<file path="src/hdl/scife_pkg.sv">
// Package for the serial channel interrupt flag and enable register bank
package scife_pkg;
	localparam logic [3:0] SCIFE_OFS_CH0_FLAGS  = 4'h0;
	localparam logic [3:0] SCIFE_OFS_CH0_ENA    = 4'h4;
	localparam logic [3:0] SCIFE_OFS_CH1_ENA    = 4'h8;
	localparam logic [3:0] SCIFE_OFS_CH1_FLAGS  = 4'hC;
	localparam int         SCIFE_RX_BIT         = 0;
	localparam int         SCIFE_TX_BIT         = 1;
	localparam int         SCIFE_SPARE_LSB      = 4;
	localparam logic [1:0] SCIFE_FLAGS_RST      = 2'h2;
	localparam logic [1:0] SCIFE_ENA_RST        = 2'h0;
	localparam logic [3:0] SCIFE_SPARE_RST      = 4'h0;
	localparam logic [1:0] SCIFE_RESP_OKAY      = 2'h0;
	localparam logic [1:0] SCIFE_RESP_SLVERR    = 2'h2;

	// Per-channel events from the serial engine
	typedef struct packed {
		logic tx_empty;
		logic rx_done;
		logic soft_reset_hold;
	} scife_chan_evt_t;

	// Per-channel interrupt requests
	typedef struct packed {
		logic tx_irq;
		logic rx_irq;
	} scife_chan_irq_t;
endpackage

</file>
<file path="src/hdl/scife_top.sv">
// AXI4-Lite register bank for two serial channels' interrupt flags and enables
`timescale 1ns/10ps
`default_nettype none
module scife_top
	import scife_pkg::*;
(
	// Clock and reset
	input  wire logic            aclk,
	input  wire logic            aresetn,
	// AXI4-Lite write address
	input  wire logic            s_axi_awvalid,
	output logic                 s_axi_awready,
	input  wire logic [3:0]      s_axi_awaddr,
	// AXI4-Lite write data
	input  wire logic            s_axi_wvalid,
	output logic                 s_axi_wready,
	input  wire logic [31:0]     s_axi_wdata,
	input  wire logic [3:0]      s_axi_wstrb,
	// AXI4-Lite write response
	output logic                 s_axi_bvalid,
	input  wire logic            s_axi_bready,
	output logic [1:0]           s_axi_bresp,
	// AXI4-Lite read address
	input  wire logic            s_axi_arvalid,
	output logic                 s_axi_arready,
	input  wire logic [3:0]      s_axi_araddr,
	// AXI4-Lite read data
	output logic                 s_axi_rvalid,
	input  wire logic            s_axi_rready,
	output logic [31:0]          s_axi_rdata,
	output logic [1:0]           s_axi_rresp,
	// Serial engine events
	input  wire scife_chan_evt_t chan0_evt,
	input  wire scife_chan_evt_t chan1_evt,
	// Interrupt requests
	output scife_chan_irq_t      chan0_irq,
	output scife_chan_irq_t      chan1_irq
);
	logic        aw_held_r;
	logic [3:0]  aw_addr_r;
	logic        w_held_r;
	logic [7:0]  w_data_r;
	logic        w_lane_r;
	logic        wr_go;
	logic        wr_hit;
	logic        ch0_flags_we;
	logic        ch0_ena_we;
	logic        ch1_flags_we;
	logic        ch1_ena_we;
	logic [1:0]  ch0_flags;
	logic [1:0]  ch0_ena;
	logic [1:0]  ch1_flags;
	logic [1:0]  ch1_ena;
	logic [3:0]  ch1_spare;
	logic [7:0]  rd_nxt;
	logic        rd_hit;
	logic [3:0]  wr_sel;
	logic        wr_lane;

	// Address and data are latched separately so either may come first
	// A pending response blocks both halves: one write in flight at a time
	assign s_axi_awready = !aw_held_r && !s_axi_bvalid;
	assign s_axi_wready  = !w_held_r && !s_axi_bvalid;
	assign wr_go         = aw_held_r && w_held_r && !s_axi_bvalid;

	// Held flag drops when the write lands, freeing the address channel
	always_ff @(posedge aclk)
	begin
		if (!aresetn)
			aw_held_r <= 1'b0;
		else if (s_axi_awvalid && s_axi_awready)
			aw_held_r <= 1'b1;
		else if (wr_go)
			aw_held_r <= 1'b0;
	end

	// Address stays put while held, since awready is low then
	always_ff @(posedge aclk)
	begin
		if (!aresetn)
			aw_addr_r <= 4'h0;
		else if (s_axi_awvalid && s_axi_awready)
			aw_addr_r <= s_axi_awaddr;
	end

	// Held flag drops when the write lands, freeing the data channel
	always_ff @(posedge aclk)
	begin
		if (!aresetn)
			w_held_r <= 1'b0;
		else if (s_axi_wvalid && s_axi_wready)
			w_held_r <= 1'b1;
		else if (wr_go)
			w_held_r <= 1'b0;
	end

	// Only lane 0 reaches the byte-wide registers
	always_ff @(posedge aclk)
	begin
		if (!aresetn)
		begin
			w_data_r <= 8'h00;
			w_lane_r <= 1'b0;
		end
		else if (s_axi_wvalid && s_axi_wready)
		begin
			w_data_r <= s_axi_wdata[7:0];
			w_lane_r <= s_axi_wstrb[0];
		end
	end

	// One select per register; an address outside the map selects none
	assign wr_sel[0] = (aw_addr_r == SCIFE_OFS_CH0_FLAGS);
	assign wr_sel[1] = (aw_addr_r == SCIFE_OFS_CH0_ENA);
	assign wr_sel[2] = (aw_addr_r == SCIFE_OFS_CH1_ENA);
	assign wr_sel[3] = (aw_addr_r == SCIFE_OFS_CH1_FLAGS);
	assign wr_hit    = |wr_sel;

	// Registers are one byte wide, so only lane 0 matters
	assign wr_lane      = wr_go && w_lane_r;
	assign ch0_flags_we = wr_lane && wr_sel[0];
	assign ch0_ena_we   = wr_lane && wr_sel[1];
	assign ch1_ena_we   = wr_lane && wr_sel[2];
	assign ch1_flags_we = wr_lane && wr_sel[3];

	// Response waits for bready, however long that takes
	always_ff @(posedge aclk)
	begin
		if (!aresetn)
			s_axi_bvalid <= 1'b0;
		else if (wr_go)
			s_axi_bvalid <= 1'b1;
		else if (s_axi_bready)
			s_axi_bvalid <= 1'b0;
	end

	// Response code is fixed when the write lands and stands with bvalid
	always_ff @(posedge aclk)
	begin
		if (!aresetn)
			s_axi_bresp <= SCIFE_RESP_OKAY;
		else if (wr_go)
			s_axi_bresp <= wr_hit ? SCIFE_RESP_OKAY : SCIFE_RESP_SLVERR;
	end

	// Channel 0 has no spare bits; its upper bits belong to other modules
	scife_chan #(
		.HAS_SPARE (1'b0)
	) u_chan0 (
		.aclk     (aclk),
		.aresetn  (aresetn),
		.evt      (chan0_evt),
		.flags_we (ch0_flags_we),
		.ena_we   (ch0_ena_we),
		.wdata    (w_data_r),
		.flags_r  (ch0_flags),
		.ena_r    (ch0_ena),
		.spare_r  (),
		.irq      (chan0_irq)
	);

	// Channel 1 keeps spare bits 7:4, shared by both of its registers
	scife_chan #(
		.HAS_SPARE (1'b1)
	) u_chan1 (
		.aclk     (aclk),
		.aresetn  (aresetn),
		.evt      (chan1_evt),
		.flags_we (ch1_flags_we),
		.ena_we   (ch1_ena_we),
		.wdata    (w_data_r),
		.flags_r  (ch1_flags),
		.ena_r    (ch1_ena),
		.spare_r  (ch1_spare),
		.irq      (chan1_irq)
	);

	// Bits owned by other modules read as zero here
	always_comb
	begin
		rd_nxt = 8'h00;
		rd_hit = 1'b1;
		unique case (s_axi_araddr)
			SCIFE_OFS_CH0_FLAGS: rd_nxt = {6'h00, ch0_flags};
			SCIFE_OFS_CH0_ENA:   rd_nxt = {6'h00, ch0_ena};
			SCIFE_OFS_CH1_ENA:   rd_nxt = {ch1_spare, 2'h0, ch1_ena};
			SCIFE_OFS_CH1_FLAGS: rd_nxt = {ch1_spare, 2'h0, ch1_flags};
			default:             rd_hit = 1'b0;
		endcase
	end

	// One read in flight: the next address waits until the data is taken
	assign s_axi_arready = !s_axi_rvalid;

	// Read data stand from the handshake until rready is seen
	always_ff @(posedge aclk)
	begin
		if (!aresetn)
			s_axi_rvalid <= 1'b0;
		else if (s_axi_arvalid && s_axi_arready)
			s_axi_rvalid <= 1'b1;
		else if (s_axi_rready)
			s_axi_rvalid <= 1'b0;
	end

	// Payload is captured only at the address handshake
	always_ff @(posedge aclk)
	begin
		if (!aresetn)
		begin
			s_axi_rdata <= 32'h0000_0000;
			s_axi_rresp <= SCIFE_RESP_OKAY;
		end
		else if (s_axi_arvalid && s_axi_arready)
		begin
			s_axi_rdata <= {24'h00_0000, rd_nxt};
			s_axi_rresp <= rd_hit ? SCIFE_RESP_OKAY : SCIFE_RESP_SLVERR;
		end
	end
endmodule
`default_nettype wire

</file>
<file path="src/hdl/scife_chan.sv">
// One channel's pending flags, enables and spare bits
`timescale 1ns/10ps
`default_nettype none
module scife_chan
	import scife_pkg::*;
#(
	parameter bit HAS_SPARE = 1'b1
)
(
	// Clock and reset
	input  wire logic            aclk,
	input  wire logic            aresetn,
	// Engine events
	input  wire scife_chan_evt_t evt,
	// Register writes
	input  wire logic            flags_we,
	input  wire logic            ena_we,
	input  wire logic [7:0]      wdata,
	// State
	output logic [1:0]           flags_r,
	output logic [1:0]           ena_r,
	output logic [3:0]           spare_r,
	output scife_chan_irq_t      irq
);
	logic [1:0] flags_nxt;

	// Hardware set wins over a software write in the same cycle
	always_comb
	begin
		flags_nxt = flags_we ? wdata[1:0] : flags_r;
		if (evt.tx_empty)
			flags_nxt[SCIFE_TX_BIT] = 1'b1;
		if (evt.rx_done)
			flags_nxt[SCIFE_RX_BIT] = 1'b1;
		if (evt.soft_reset_hold)
		begin
			flags_nxt[SCIFE_TX_BIT] = 1'b1;
			flags_nxt[SCIFE_RX_BIT] = 1'b0;
		end
	end

	always_ff @(posedge aclk)
	begin
		if (!aresetn)
			flags_r <= SCIFE_FLAGS_RST;
		else
			flags_r <= flags_nxt;
	end

	always_ff @(posedge aclk)
	begin
		if (!aresetn)
			ena_r <= SCIFE_ENA_RST;
		else if (evt.soft_reset_hold)
			ena_r <= SCIFE_ENA_RST;
		else if (ena_we)
			ena_r <= wdata[1:0];
	end

	// Spare bits only exist on the channel whose registers own them; either register writes them
	always_ff @(posedge aclk)
	begin
		if (!aresetn || !HAS_SPARE)
			spare_r <= SCIFE_SPARE_RST;
		else if (ena_we || flags_we)
			spare_r <= wdata[SCIFE_SPARE_LSB +: 4];
	end

	assign irq.tx_irq = flags_r[SCIFE_TX_BIT] & ena_r[SCIFE_TX_BIT];
	assign irq.rx_irq = flags_r[SCIFE_RX_BIT] & ena_r[SCIFE_RX_BIT];
endmodule
`default_nettype wire

</file>
<file path="config.mk">
export PLATFORM = sky130hd
export DESIGN_NAME = scife_top
export DESIGN_NICKNAME = d
export VERILOG_FILES = /design/src/hdl/scife_pkg.sv /design/src/hdl/scife_top.sv /design/src/hdl/scife_chan.sv
export SDC_FILE = /design/constraint.sdc
export NUM_CORES = 1
export LEC_CHECK = 0
export BUFFER_PORTS_ARGS = -buffer_cell sky130_fd_sc_hd__buf_2
export CAP_MARGIN = 20
export CELL_PAD_IN_SITES_DETAIL_PLACEMENT = 0
export CELL_PAD_IN_SITES_GLOBAL_PLACEMENT = 1
export CORE_UTILIZATION = 31
export CTS_BUF_LIST = sky130_fd_sc_hd__clkbuf_16
export CTS_CLUSTER_SIZE = 25
export DETAILED_ROUTE_END_ITERATION = 10
export MAX_ROUTING_LAYER = met4
export PLACE_DENSITY_LB_ADDON = 0.1
export SYNTH_ARGS = -nofsm -noshare
export SYNTH_HDL_FRONTEND = slang
export SYNTH_SLANG_ARGS = --single-unit
</file>
<file path="constraint.sdc">
create_clock -name aclk -period 2 [get_ports aclk]
set_clock_uncertainty 0.05 [all_clocks]
set_input_delay 0.1 -clock aclk [delete_from_list [all_inputs] [get_ports aclk]]
set_output_delay 0.1 -clock aclk [all_outputs]
set_load 0.005 [all_outputs]
</file>
==> results of run 1 <==
[worst paths after layout]
path                          startpoint                               to  slack (ns)  cells after the start
max               aw_held_r$_SDFFE_PN0P_  u_chan0.flags_r[1]$_SDFFE_PP1P_        0.45                      3
min                       s_axi_wdata[7]         w_data_r[7]$_SDFFE_PN0P_        0.01                      3
max reg2reg       aw_held_r$_SDFFE_PN0P_  u_chan0.flags_r[1]$_SDFFE_PP1P_        0.45                      3
min reg2reg  s_axi_rresp[1]$_SDFFE_PN0P_      s_axi_rresp[1]$_SDFFE_PN0P_        0.40                      2
[cells in the mapped netlist (all sizes together) (2+ instances only)]
cell type	n
dfxtp	35
inv	3
buf	31
nand2	5
nand2b	6
clkbuf	6
and4b	2
a221oi	2
nand3	17
mux2i	11
mux2	4
nand4b	2
nor3b	3
o21ai	14
and2	4
nor2	20
a21oi	17
nor3	4
[stage by stage]
step / power, W / worst slack (ns) / cells / hold slack, ns
final: 0.00166 / 0.450 / 320 / 0.0120
after floorplan: 0.000939 / 0.480 / 228 / 0.165
after global routing: 0.00176 / 0.330 / 320 / 0.0246
after detailed placement: 0.000970 / 0.442 / 310 / 0.260
after global placement: 0.000971 / 0.448 / 310 / 0.253
after CTS: 0.00169 / 0.429 / 320 / 0.0110
[layout by cell type, fill, tap and decap left out, drive strengths merged]
master       instances
and4b                2
a21oi               17
a221oi               2
inv                  4
nand4bb              1
nand2b               6
nand4b               2
nor4                 1
and3b                1
and2                 4
nand4                1
nand2                5
dfxtp               35
nor2b                1
and4bb               1
o21ai               14
clkbuf               5
nand3b               1
nor4bb               1
nor4b                1
and4                 1
nor2                20
or4bb                1
nand3               17
nor3b                3
dlygate4sd3          2
buf                 47
nor3                 4
clkinv               2
mux2                 4
a31oi                1
mux2i               11
or4b                 1
conb                28
a211oi               1
[timing repair]
| item | in CTS | in global routing |
|---|---|---|
| hold endpoints to repair | 2 | 0 |
| hold buffers | 2 | 0 |
| resized for setup | 0 | 0 |
[flip-flops by register name (all words and copies together), names as in the netlist]
register and flops:
aw_addr_r 4, aw_held_r 1, s_axi_bresp 1, s_axi_bvalid 1
s_axi_rdata 6, s_axi_rresp 1, s_axi_rvalid 1, u_chan0.ena_r 2
u_chan0.flags_r 2, u_chan1.ena_r 2, u_chan1.flags_r 2, u_chan1.spare_r 4
w_data_r 6, w_held_r 1, w_lane_r 1
[worst reg2reg max path, cell delays in order, from the launching register on]
cell and delay, ns:
dfxtp_1 0.56, or4bb_1 0.60, o21ai_1 0.15, nand3_1 0.07
[where the power goes]
group | total, W | internal (W) | switching (W)
registers | 0.000770 | 0.000728 | 0.0000422
logic | 0.000187 | 0.0000893 | 0.0000973
clock network | 0.000706 | 0.000447 | 0.000259
[layout make-up]
class	instances	area (um2)
fillers	595	3420
multi-input cells	153	915
flip-flops and latches	35	701
repair buffers	49	263
clock buffers	5	125
well taps	72	90.1
clock inverters	3	11.3
inverters	3	11.3
[per-layer routing]
metal | part of all wire [%] | global-route usage, % | wire, um
met4 | 0.82 | 4.44 | 31
met3 | 5.9 | 3.65 | 224
met1 | 51 | 19.2 | 1930
met5 | 0 | - | 0
met2 | 42 | 18.8 | 1600
[kinds of logic after synthesis]
family	Yosys count	share of synthesized area [%]
mux	15	8.69
other cells	1	0.210
flops	35	39.2
buf+inv	40	15.2
simple gates	75	26.2
compound gates	35	10.4
==> flow_metrics.env, run 1 <==
export IMPL_ioPinCount=102
export IMPL_syn_avg_cell_area_um2=8.88
export IMPL_cp_data_arrival_time_ns=1.65
export IMPL_wirelength_um=3790
export IMPL_final_antenna_net_count=0
export IMPL_fin_tns_setup_ns=0
export IMPL_htreeDepth=2
export IMPL_synth_cells=201
export IMPL_std_cell_rows=27
export IMPL_route_vias_total=1436
export IMPL_cts_buffers=5
export IMPL_antennaDiodeCount=0
export IMPL_cp_slowest_cell="or4bb_1"
export IMPL_hold_path_class="in -> reg"
export IMPL_ys_top_cells_by_area="dfxtp_1, buf_4, mux2i_1"
export IMPL_clock_latency_ns=0.27
export IMPL_synth_seq_cells=35
export IMPL_clk_path_buf_depth=2
export IMPL_clock_root_buffer="clkbuf_16"
export IMPL_setup_viol=0
export IMPL_initial_core_util_pct=32.2
export IMPL_critPathKind="reg -> reg"
export IMPL_drcViolationCount=0
export IMPL_grt_pass1_wl_um=6150
export IMPL_synthDistinctLibCells=37
export IMPL_timing_final_crit_share_pct=77.5
export IMPL_finalCriticalPeriod_ns=1.55
export IMPL_io_buffer_count=44
export IMPL_path_buf_inv=0
export IMPL_slew_viol_final=0
export IMPL_antenna_found_initial=0
export IMPL_dieWidth_um=77.9
export IMPL_worstSetupStartpointType="flip-flop"
export IMPL_place_area_um2=1960
export IMPL_cts_tree="built"
export IMPL_critPathCaptureType="flip-flop"
export IMPL_cp_cell_sequence="or4bb_1, o21ai_1, nand3_1"
export IMPL_irDropWorstVdd_v=0.000298
export IMPL_leakagePower_nw=0.907
export IMPL_critical_path_top_delay_family="simple AND/OR/NAND/NOR gates"
export IMPL_clkSinkCount=35
export IMPL_synth_warning_count=0
export IMPL_status="finished clean"
export IMPL_hold_viol_final=0
export IMPL_area_growth_pct=18.5
export IMPL_grt_use_total_pct=13.7
export IMPL_die_h_um=77.9
export IMPL_async_flop_share_pct=0
export IMPL_stdcell_area_um2=2120
export IMPL_grt_max_degree=26
export IMPL_max_freq_mhz=645
export IMPL_nNetsFinal=304
export IMPL_clk_pin_slew_worst_paths_ns=0.05
export IMPL_drv_cap=0
export IMPL_drive_gt1_share_pct=24.6
export IMPL_grt_pass1_vias=1232
export IMPL_dpl_hpwl_um=2770
export IMPL_synth_top_area_share_pct=39.2
export IMPL_wl_per_cell_um=11.8
export IMPL_power_density_nw_per_um2=786
export IMPL_synth_enable_flop_cells=0
export IMPL_core_um2=5540
export IMPL_viasPerCell=4.49
export IMPL_cp_slowest_stage_delay_ns=0.60
export IMPL_synthFlopType="dfxtp_1"
export IMPL_syn_area_um2=1790
export IMPL_seq_area_frac_synth_pct=39.2
export IMPL_grt_overflow=0
export IMPL_synth_largest_area_cell="dfxtp_1"
export IMPL_gp_congestion=0.673
export IMPL_dieArea_um2=6070
export IMPL_crit_required_ns=2.10
export IMPL_rsz0062_at_grt="no"
export IMPL_drt_iter0_drc=41
export IMPL_final_util_pct=38.2
export IMPL_dr_pass1_iters=4
export IMPL_post_cts_buffers=0
export IMPL_path_max_fanout=13
(Power assumes the default switching activity.)
==> inputs of run 2 (changes only) <==
--- a/config.mk
+++ b/config.mk
@@ -5,11 +5,12 @@
 export SDC_FILE = /design/constraint.sdc
 export NUM_CORES = 1
 export LEC_CHECK = 0
+export ABC_AREA = 1
 export BUFFER_PORTS_ARGS = -buffer_cell sky130_fd_sc_hd__buf_2
 export CAP_MARGIN = 20
 export CELL_PAD_IN_SITES_DETAIL_PLACEMENT = 0
 export CELL_PAD_IN_SITES_GLOBAL_PLACEMENT = 1
-export CORE_UTILIZATION = 31
+export CORE_UTILIZATION = 26
 export CTS_BUF_LIST = sky130_fd_sc_hd__clkbuf_16
 export CTS_CLUSTER_SIZE = 25
 export DETAILED_ROUTE_END_ITERATION = 10
==> constraint.sdc (replaced) <==
create_clock -name aclk -period 1.3 [get_ports aclk]
set_clock_uncertainty 0.05 [all_clocks]
set_input_delay 0.065 -clock aclk [delete_from_list [all_inputs] [get_ports aclk]]
set_output_delay 0.065 -clock aclk [all_outputs]
set_load 0.005 [all_outputs]
==> run 2 against run 1 <==
Against the previous run:
- synthesized cell count grew 18%
- total power is 57% higher
- clock-buffer cell count unchanged
- sequential share of layout area is 0.69 points lower
- combinational power increased by 67%
- global-route usage decreased by 0.51 points
- first-iteration DRC count shrank 15%
- routed wire length barely moved
- largest cell class unchanged
==> flow_metrics.env, run 2 <==
export IMPL_std_cell_rows=28
export IMPL_core_um2=6100
export IMPL_drcViolationCount=0
export IMPL_irDropWorstVdd_v=0.000485
export IMPL_grt_max_degree=19
export IMPL_htreeDepth=2
export IMPL_area_growth_pct=28.8
export IMPL_antennaDiodeCount=0
export IMPL_final_cell_mix="buf_2, nand2_1, nor2_1"
export IMPL_initial_core_util_pct=27.7
export IMPL_instances_no_fill=375
export IMPL_async_flop_share_pct=0
export IMPL_power_density_nw_per_um2=1200
export IMPL_status="finished clean"
export IMPL_clock_root_buffer="clkbuf_16"
export IMPL_grt_pass1_wl_um=6340
export IMPL_synth_common_cells="nand2_1, nor2_1, dfxtp_1, buf_4, inv_1"
export IMPL_clock_latency_ns=0.28
export IMPL_max_freq_mhz=826
export IMPL_final_common_cell="buf_2"
export IMPL_syn_area_um2=1690
export IMPL_clk_pin_slew_worst_paths_ns=0.05
export IMPL_nNetsFinal=356
export IMPL_dieWidth_um=82.5
export IMPL_gp_congestion=0.738
export IMPL_ys_top_cells_by_area="dfxtp_1, buf_4, nand2_1"
export IMPL_wl_per_cell_um=10.1
export IMPL_cts_buffers=5
export IMPL_fin_tns_setup_ns=0
export IMPL_synth_enable_flop_cells=0
export IMPL_reg_top3="s_axi_rdata: 6 flops, w_data_r: 6 flops"
export IMPL_setup_viol=0
export IMPL_slew_viol_final=0
export IMPL_place_inst=362
export IMPL_ioPinCount=102
export IMPL_rsz0062_at_grt="yes"
export IMPL_syn_avg_cell_area_um2=7.12
export IMPL_final_antenna_net_count=0
export IMPL_io_buffer_count=44
export IMPL_wirelength_um=3790
export IMPL_dpl_hpwl_um=2920
export IMPL_grt_pass1_vias=1384
export IMPL_viasPerCell=3.97
export IMPL_path_max_fanout=3
export IMPL_place_ws_ns=0.0389
export IMPL_cts_tree="built"
export IMPL_yosysMostFrequentCell="nand2_1"
export IMPL_critPathKind="reg -> reg"
export IMPL_die_h_um=82.5
export IMPL_hold_path_class="in -> reg"
export IMPL_synth_top_area_share_pct=41.5
export IMPL_grt_use_total_pct=13.2
export IMPL_drv_cap=0
export IMPL_seq_area_frac_synth_pct=41.5
export IMPL_synthFlopType="dfxtp_1"
export IMPL_drt_iter0_drc=35
export IMPL_worstSetupStartpointType="flip-flop"
export IMPL_hold_viol_final=0
export IMPL_timing_final_crit_share_pct=93.1
export IMPL_fillCellCount=675
export IMPL_antenna_found_initial=0
export IMPL_synth_largest_area_cell="dfxtp_1"
export IMPL_synthDistinctLibCells=19
export IMPL_clk_path_buf_depth=2
export IMPL_critPathCaptureType="flip-flop"
export IMPL_dr_pass1_iters=4
export IMPL_finalCriticalPeriod_ns=1.21
export IMPL_route_vias_total=1490
export IMPL_leakagePower_nw=1.08
export IMPL_clkSinkCount=35
export IMPL_cp_data_arrival_time_ns=1.34
export IMPL_synth_seq_cells=35
export IMPL_synth_warning_count=0
export IMPL_crit_required_ns=1.43
export IMPL_grt_overflow=0
export IMPL_drive_gt1_share_pct=26.0
export IMPL_hold_slack_ns=0.00780
export IMPL_dieArea_um2=6810
export IMPL_synth_cells=237
export IMPL_setup_ws_ns=0.0899
## run 2: cell count changes after synthesis, sizes merged, moves of 7 or more
cell / before / now
nand2: 5 / 39
inv: 3 / 28
nor2: 20 / 39
o21ai: 14 / 21
mux2i: 11 / 0
## run 2: cells by family after synthesis
logic type | after synthesis | synth area share [%]
other cells | 1 | 0.222
compound gates | 43 | 12.9
buf+inv | 60 | 19.9
simple gates | 98 | 25.4
flops | 35 | 41.5
## run 2: worst paths after layout
check                            startpoint                              end  slack, ns  cells after the start
setup / recovery  s_axi_bvalid$_SDFFE_PN0P_  u_chan0.flags_r[0]$_SDFFE_PP0P_       0.09                      7
hold / removal               s_axi_wdata[0]         w_data_r[0]$_SDFFE_PN0P_      0.008                      3
setup reg to reg  s_axi_bvalid$_SDFFE_PN0P_  u_chan0.flags_r[0]$_SDFFE_PP0P_       0.09                      7
hold reg to reg    w_data_r[4]$_SDFFE_PN0P_         w_data_r[4]$_SDFFE_PN0P_       0.40                      2
## run 2: power breakdown
part	leakage, nW	internal, W	switching [W]
Combinational	0.730	0.000131	0.000182
Clock	0.0649	0.000695	0.000434
Sequential	0.287	0.00113	0.0000380
Total	1.08	0.00195	0.000655
## run 2: what timing repair did
item | in CTS | in global routing
hold endpoints to repair | 2 | 0
setup buffers | 0 | 1
hold buffers | 4 | 0
resized for setup | 0 | 11
setup endpoints to repair | 0 | 18
## run 2: layout make-up
class / instances / area, um2 / area share [%]
Clock buffer: 5 / 125 / 5.76
Clock inverter: 3 / 15.0 / 0.691
Inverter: 28 / 105 / 4.84
Multi-Input combinational cell: 169 / 778 / 35.8
Sequential cell: 35 / 704 / 32.4
Tap cell: 75 / 93.8 / 4.32
Timing Repair Buffer: 60 / 350 / 16.1
## run 2: routing by layer
metal | wire, um | global-route usage, % | up-vias
met3 | 212 | 4.29 | 4
li1 | - | - | 815
met2 | 1630 | 19.7 | 50
met4 | 36 | 4.66 | 0
met1 | 1920 | 16.6 | 621
met5 | 0 | - | -
## run 2: critical path, stage by stage, from the launching register on
cell	delay, ns
dfxtp_2	0.33
inv_2	0.07
nand4_1	0.16
buf_4	0.18
o21ai_0	0.15
nand3b_1	0.09
nand2_1	0.06
inv_1	0.03
## run 2: through the flow
stage | area [um2] | util (%) | power, W
final | 2170 | 35.6 | 0.00261
after global routing | 2170 | 35.6 | 0.00276
after CTS | 2130 | 35.0 | 0.00263
after detailed placement | 1950 | 32.1 | 0.00148
after global placement | 1950 | 32.1 | 0.00148
after floorplan | 1790 | - | 0.00141
